[src/inc/ram_power_defs.vh]
// constants for the ram section power register bank
`ifndef RAM_POWER_DEFS_VH
`define RAM_POWER_DEFS_VH

`define RAM1_SECTION_CTRL_ADDR   12'h910
`define RAM1_SECTION_SET_ADDR    12'h914
`define RAM1_SECTION_CLEAR_ADDR  12'h918
`define RAM2_SECTION_CTRL_ADDR   12'h920
`define RAM2_SECTION_SET_ADDR    12'h924
`define RAM2_SECTION_CLEAR_ADDR  12'h928
`define RAM3_SECTION_CTRL_ADDR   12'h930
`define RAM3_SECTION_SET_ADDR    12'h934
`define RAM3_SECTION_CLEAR_ADDR  12'h938
`define BLOCK_ADDR_MSB           11
`define BLOCK_ADDR_LSB           4
`define ALIAS_ADDR_MSB           3
`define ALIAS_ADDR_LSB           0
`define ALIAS_CTRL               4'h0
`define ALIAS_SET                4'h4
`define ALIAS_CLEAR              4'h8
`define BLOCK1_SEL               8'h91
`define BLOCK2_SEL               8'h92
`define BLOCK3_SEL               8'h93

`define SEC0_ON_BIT              0
`define SEC1_ON_BIT              1
`define SEC0_KEEP_BIT            16
`define SEC1_KEEP_BIT            17
`define SECTION_CTRL_RESET       32'h0000ffff
`define ZERO_WORD                32'h00000000
`define SWITCH_RESET             2'h3
`define SWITCH_ALL_OFF           2'h0

`endif

[src/design/ram_section_power_ctrl.v]
// apb register bank steering ram blocks 1 to 3 section power and retention
//
// Chosen here: the APB register port.
`timescale 1ns/1ns
`include "ram_power_defs.vh"

module ram_section_power_ctrl (
  input  wire        pclk,
  input  wire        presetn,
  input  wire        psel,
  input  wire        penable,
  input  wire        pwrite,
  input  wire [11:0] paddr,
  input  wire [31:0] pwdata,
  output wire        pready,
  output reg  [31:0] prdata,
  output wire        pslverr,
  input  wire        system_off,
  output wire [5:0]  sec_power,
  output wire [5:0]  sec_retain
);

  //////////////////////////////////////////////////////////////////////////////
  // bus decode

  wire [7:0] block_sel;
  wire [3:0] alias_sel;
  wire       access;
  wire       hit_alias;
  wire [2:0] blk_hit;
  wire [2:0] wr_ctrl;
  wire [2:0] wr_set;
  wire [2:0] wr_clear;
  wire [31:0] ctrl1;
  wire [31:0] ctrl2;
  wire [31:0] ctrl3;
  reg  [31:0] next_prdata;

  assign block_sel = paddr[`BLOCK_ADDR_MSB:`BLOCK_ADDR_LSB];
  assign alias_sel = paddr[`ALIAS_ADDR_MSB:`ALIAS_ADDR_LSB];

  // zero wait states; unmapped addresses are not an error, they read zero
  assign pready  = 1'b1;
  assign pslverr = 1'b0;
  assign access  = psel & penable;

  assign hit_alias = (alias_sel == `ALIAS_CTRL) | (alias_sel == `ALIAS_SET) |
                     (alias_sel == `ALIAS_CLEAR);
  assign blk_hit   = {block_sel == `BLOCK3_SEL, block_sel == `BLOCK2_SEL,
                      block_sel == `BLOCK1_SEL} & {3{hit_alias}};

  // writes take effect only at the access phase edge
  assign wr_ctrl  = blk_hit & {3{access & pwrite & (alias_sel == `ALIAS_CTRL)}};
  assign wr_set   = blk_hit & {3{access & pwrite & (alias_sel == `ALIAS_SET)}};
  assign wr_clear = blk_hit & {3{access & pwrite & (alias_sel == `ALIAS_CLEAR)}};

  //////////////////////////////////////////////////////////////////////////////
  // per block registers

  section_ctrl_reg u_reg1 (
    .pclk     (pclk),
    .presetn  (presetn),
    .wr_ctrl  (wr_ctrl[0]),
    .wr_set   (wr_set[0]),
    .wr_clear (wr_clear[0]),
    .wdata    (pwdata),
    .ctrl     (ctrl1)
  );

  section_ctrl_reg u_reg2 (
    .pclk     (pclk),
    .presetn  (presetn),
    .wr_ctrl  (wr_ctrl[1]),
    .wr_set   (wr_set[1]),
    .wr_clear (wr_clear[1]),
    .wdata    (pwdata),
    .ctrl     (ctrl2)
  );

  section_ctrl_reg u_reg3 (
    .pclk     (pclk),
    .presetn  (presetn),
    .wr_ctrl  (wr_ctrl[2]),
    .wr_set   (wr_set[2]),
    .wr_clear (wr_clear[2]),
    .wdata    (pwdata),
    .ctrl     (ctrl3)
  );

  //////////////////////////////////////////////////////////////////////////////
  // read path

  // all three aliases of a block return its ctrl word
  always @* begin
    next_prdata = `ZERO_WORD;
    case (blk_hit)
      3'h1:    next_prdata = ctrl1;
      3'h2:    next_prdata = ctrl2;
      3'h4:    next_prdata = ctrl3;
      default: next_prdata = `ZERO_WORD;
    endcase
  end

  // captured in setup so data is valid through the zero-wait access phase
  always @(posedge pclk or negedge presetn) begin
    if (!presetn) begin
      prdata <= `ZERO_WORD;
    end else if (psel & ~penable & ~pwrite) begin
      prdata <= next_prdata;
    end
  end

  //////////////////////////////////////////////////////////////////////////////
  // section switch drive

  section_switch u_sw1 (
    .pclk       (pclk),
    .presetn    (presetn),
    .system_off (system_off),
    .ctrl       (ctrl1),
    .sec_power  (sec_power[1:0]),
    .sec_retain (sec_retain[1:0])
  );

  section_switch u_sw2 (
    .pclk       (pclk),
    .presetn    (presetn),
    .system_off (system_off),
    .ctrl       (ctrl2),
    .sec_power  (sec_power[3:2]),
    .sec_retain (sec_retain[3:2])
  );

  section_switch u_sw3 (
    .pclk       (pclk),
    .presetn    (presetn),
    .system_off (system_off),
    .ctrl       (ctrl3),
    .sec_power  (sec_power[5:4]),
    .sec_retain (sec_retain[5:4])
  );

endmodule // ram_section_power_ctrl

[src/design/section_ctrl_reg.v]
// one block's control register with its set and clear aliases
`timescale 1ns/1ns
`include "ram_power_defs.vh"

module section_ctrl_reg (
  input  wire        pclk,
  input  wire        presetn,
  input  wire        wr_ctrl,
  input  wire        wr_set,
  input  wire        wr_clear,
  input  wire [31:0] wdata,
  output reg  [31:0] ctrl
);

  reg [31:0] next_ctrl;

  // plain write replaces, set alias ors in, clear alias masks out; zeros leave bits alone
  always @* begin
    next_ctrl = ctrl;
    if (wr_ctrl) begin
      next_ctrl = wdata;
    end else if (wr_set) begin
      next_ctrl = ctrl | wdata;
    end else if (wr_clear) begin
      next_ctrl = ctrl & ~wdata;
    end
  end

  // all bits are stored so the reset pattern reads back whole
  always @(posedge pclk or negedge presetn) begin
    if (!presetn) begin
      ctrl <= `SECTION_CTRL_RESET;
    end else begin
      ctrl <= next_ctrl;
    end
  end

endmodule // section_ctrl_reg

[src/design/section_switch.v]
// power and retention drive for the two sections of one block
`timescale 1ns/1ns
`include "ram_power_defs.vh"

module section_switch (
  input  wire        pclk,
  input  wire        presetn,
  input  wire        system_off,
  input  wire [31:0] ctrl,
  output reg  [1:0]  sec_power,
  output reg  [1:0]  sec_retain
);

  wire [1:0] on_bits;
  wire [1:0] keep_bits;
  assign on_bits   = {ctrl[`SEC1_ON_BIT], ctrl[`SEC0_ON_BIT]};
  assign keep_bits = {ctrl[`SEC1_KEEP_BIT], ctrl[`SEC0_KEEP_BIT]};

  // registered so the switch drive never glitches on a bus write
  always @(posedge pclk or negedge presetn) begin
    if (!presetn) begin
      sec_power  <= `SWITCH_RESET;
      sec_retain <= `SWITCH_RESET;
    end else begin
      sec_power  <= system_off ? `SWITCH_ALL_OFF : on_bits;
      sec_retain <= (system_off ? `SWITCH_ALL_OFF : on_bits) | keep_bits;
    end
  end

endmodule // section_switch

[config.mk]
export PLATFORM = sky130hd
export DESIGN_NAME = ram_section_power_ctrl
export DESIGN_NICKNAME = d
export VERILOG_FILES = /design/src/design/ram_section_power_ctrl.v /design/src/design/section_ctrl_reg.v /design/src/design/section_switch.v
export VERILOG_INCLUDE_DIRS = /design/src /design/src/inc
export SDC_FILE = /design/constraint.sdc
export NUM_CORES = 1
export LEC_CHECK = 0
export ABC_AREA = 1
export BUFFER_PORTS_ARGS = -buffer_cell sky130_fd_sc_hd__buf_2
export CAP_MARGIN = 10
export CORE_MARGIN = 2
export CORE_UTILIZATION = 25
export CTS_CLUSTER_DIAMETER = 150
export DETAILED_ROUTE_END_ITERATION = 6
export HOLD_SLACK_MARGIN = 0.02
export PLACE_DENSITY = 0.43
export SYNTH_ARGS = -nofsm -noshare
export SYNTH_HDL_FRONTEND = slang
export SYNTH_SLANG_ARGS = --single-unit
[constraint.sdc]
create_clock -name pclk -period 1 [get_ports pclk]
set_input_delay 0 -clock pclk [delete_from_list [all_inputs] [get_ports pclk]]
set_output_delay 0 -clock pclk [all_outputs]
set_load 0.03 [all_outputs]
# After elaboration in Yosys (flattened, before gate mapping)
# Index checks and enable logic that the tools add are counted.
totals:
  inputBits: 50
  regBits: 140
  word_cells: 60
  output_inout_bits: 46
op_classes:
  n_mux: 13
  n_reduce_logical: 4
  bitwise: 25
  eq_ne: 8
ops:
  columns: ["cell", "n"]
  rows:
  - ["$mux W32", 9]
  - ["$and A32 B32 Y32", 3]
  - ["$or A32 B32 Y32", 3]
  - ["$pmux W32 S3", 1]
  - ["$not A32 Y32", 1]
  - ["$eq A8 B8 Y1 const B", 3]
  - ["$and A3 B3 Y3", 4]
  - ["$reduce_bool A3 Y1", 3]
  - ["$and A1 B1 Y1", 7]
  - ["$mux W2", 3]
  - ["$or A2 B2 Y2", 3]
  - ["$eq A4 B3 Y1 const B", 1]
  - ["$eq A4 B4 Y1 const B", 1]
  - ["$logic_not A4 Y1", 1]
  - ["$eq A3 B1 Y1 const B", 1]
  - ["$eq A3 B2 Y1 const B", 1]
  - ["$eq A3 B3 Y1 const B", 1]
  - ["$not A1 Y1", 2]
  - ["$or A1 B1 Y1", 2]

# Logic depth before layout (Yosys ltp)
logic_depth:
  word_depth: 8
  mapped_depth: 10
  ltp_nobuf: 8

# Cells and area by module
# A second synthesis with hierarchy kept.
hier_totals:
  hier_cells: 983
  area_unflattened_um2: 7514.7
modules_own_cells:
  columns: ["mod", "area_per_inst_um2", "seq_area_each_um2", "n_inst", "cells_each"]
  rows:
  - ["section_ctrl_reg", 1592.8, 820.8, 3, 205]
  - ["ram_section_power_ctrl", 2319.7, 800.8, 1, 329]
  - ["section_switch", 138.9, 105.1, 3, 13]

# Worst setup path before layout
# Ideal clock, no wire load.
synth_timing:
  kind: "input-to-reg"
  start: "in paddr[10]"
  end: "reg with a tool-made name"
  t_arrival_ps: 954
  path_slack_ps: -75
  setup_time_ps: 120
  stages: 7
  required_time_ps: 880
  path_buffers: 1
  path_cell_list: "nor2_1 -> nand2_1 -> nor2_2 -> nand3_1 -> clkbuf_1 -> o21ai_0 -> nand2_1"
synth_lines:
  columns: ["item", "line_no", "text"]
  rows:
  - ["start, declared", "ram_section_power_ctrl.v:13", "input wire [11:0] paddr,"]

# Worst setup path after layout
layout_timing:
  start: "reg u_sw2.sec_power[1]"
  end: "out sec_power[3]"
layout_lines:
  columns: ["item", "line_no", "text"]
  rows:
  - ["start, declared", "section_switch.v:10", "output reg [1:0] sec_power,"]
  - ["start signal, assigned", "section_switch.v:22", "sec_power <= `SWITCH_RESET;"]
  - ["start signal, assigned", "section_switch.v:25", "sec_power <= system_off ? `SWITCH_ALL_OFF : on_bits;"]
  - ["end, declared", "ram_section_power_ctrl.v:19", "output wire [5:0] sec_power,"]
# No word-level cell between the ends.

==> metrics.cfg <==
[global_routing]
track_usage_pct = 16.66
grt_pass1_wl_um = 34260
antenna_found_initial = 1
grt-ovfl-total = 0
grt_max_degree = 30
grt_pass1_vias = 5949

[placement]
gp_congestion = 0.7504
dp_hpwl_um = 14630
numPortBuffers = 93
dpl.cell_count = 1221

[clock_network]
clockRootBuffer = clkbuf_16
numClockSinks = 140
clk_latency_ns = 0.42
clk_pin_slew_ns = 0.06
cts_tree = yes
cts_buffers = 17
htreeDepth = 4
cts_max_path_buffers = 2

[finish]
nNetsFinal = 1018
instances_no_fill = 1312
multiInputGateArea_sq_mm = 0.002633
fillers = 2677
layout_commonest_cell = nand2_1
regArea_sq_mm = 0.003578
drive_gt1_share_pct = 29.26
layout_common_cells = nand2_1 (295), nand3_1 (129), dfrtp_1 (80)
syn_to_final_growth_pct = 41.36

[routing]
top_layer_used = met4
drc = 0
drt_iter0_drc = 414
wl_per_cell_um = 16.39
dr.pass1.iters = 4
viasPerCell = 4.536
met1_length_um = 10610
routed_wl_um = 21500
postRouteAntennaNets = 0
met3_length_um = 625
wl_met2_um = 9955
dr_total_vias = 5951

[worst_setup_path]
crit_fanout = 1
critical_path_required_ns = 1.00
cp_slowest_cell = dfstp_2
max_stage_delay_ns = 0.53
end_kind = primary output
cp_top_family = flip-flops
critPathKind = flop to primary output
path_cells = buf_6
cp-start-kind = flop
arrival_ns = 1.07
worst-path-buf-inv = 1

[run]
max_cap_viol_count = 0

[yosys]
syn_nets = 840
synth_seq_area_share_pct = 55.61
synth_cell_types = 21
synth_area_leaders = dfrtp_1 (31%), dfstp_2 (24%), nand2_1 (17%)
avgSynthCellArea_sq_um = 8.145
synth.top_cell.area_share_pct = 31.11
ys_ff_latch = 140
synth_cells = 790
yosys_warnings = 0
synth_area_sq_mm = 0.006435
yosysTopAreaCell = dfrtp_1

[sta]
finalSetupViolCount = 13
maxSlewViolCount = 0
clock_skew_ns = 0.006795
hold_viol = 0
finalWorstSetupSlack_ns = -0.06504
grt_setup_unrepaired = yes
fin_crit_sh_pct = 106.5
fin_crit_ns = 1.065
hold_ws_ns = 0.02349
max_freq_ghz = 0.9389

[power]
p_total_mw = 12.93
power_density_mw_per_mm2 = 1422
ir_worst_vdd_mv = 0.8868
p_leak_nw = 4.611

[floorplan]
die_w_um = 164.4
die_h_um = 164.4
core_area_sq_mm = 0.02525
num_io_pins = 96
design.die.area_sq_mm = 0.02704
rows = 58
start_util_pct = 25.48

[outcome]
violations = setup timing
status = complete, but fails checks

[min_path]
hold_path_class = input port to asynchronous set/reset pin

==> power breakdown <==
part | total, mW | switching, mW | internal [mW]
clock | 6.47 | 2.46 | 4.01
combinational | 0.776 | 0.480 | 0.296
sequential | 5.68 | 0.00117 | 5.68
==> routing by layer <==
| layer | up-vias | track usage, % |
|---|---|---|
| met5 | - | 0 |
| met4 | 0 | 4.783 |
| li1 | 2931 | - |
| met1 | 2885 | 22.87 |
| met3 | 22 | 2.712 |
| met2 | 113 | 27.14 |
==> worst paths after layout <==
kind | from | endpoint | slack [ns] | depth (start not counted)
max reg2reg | flop | u_sw3.sec_retain[1]$_DFF_PN1_ | 0.08 | 3
min | presetn | prdata[21]$_DFFE_PN0P_ | 0.02 | 2
max | u_sw2.sec_power[1]$_DFF_PN1_ | sec_power[3] | -0.07 | 1
min in group pclk | penable | prdata[6]$_DFFE_PN0P_ | 0.10 | 5
min reg2reg | flop | u_sw2.sec_power[0]$_DFF_PN1_ | 0.45 | 2
max in group asynchronous | presetn | asynchronous set/reset pin | 0.41 | 3
==> cells in the mapped netlist, drive strengths merged <==
master  instances
nand2         297
nor3b           1
dfstp          60
clkinv          1
or2             6
nand3         134
buf            29
dfrtp          80
conb            2
o21ai          96
nor3            1
clkbuf         18
inv            14
nor2           51
==> area by class of cell <==
type / count / share of cell area [%]
inverter: 15 / 0.6190
antenna: 1 / 0.02751
clock inverter: 9 / 1.197
timing repair buffer: 206 / 19.86
tap: 330 / 4.539
multi-input combinational: 588 / 28.94
clock buffer: 23 / 5.475
sequential: 140 / 39.34
==> stage by stage <==
step           worst slack, ns  setup TNS, ns  utilization (%)  cell area (sq um)
6_report              -0.06504        -0.7395            36.02               9096
2_1_floorplan         -0.02178        -0.8976                -               6480
5_1_grt                -0.1041         -1.996            36.02               9096
3_5_place_dp           -0.4335         -42.01            30.48               7697
4_1_cts               -0.09145         -1.087            34.92               8820
3_3_place_gp           -0.4340         -41.59            30.48               7697
==> timing repair <==
action,in CTS,in global routing
setup endpoints to repair,25,114
endpoints found under the hold margin,246,0
pin swaps,0,5
hold buffers,34,0
buffers inserted,5,19
resized for setup,45,59
==> logic make-up (layout without fill, tap and decap cells) <==
logic type	Yosys count	after routing	share of synthesized area (%)
other cells	2	3	0.1167
simple gates	490	490	32.32
flops	140	140	55.61
compound gates	96	96	7.466
buf+inv	62	253	4.491
No activity file was read; power rests on OpenSTA's default activity.
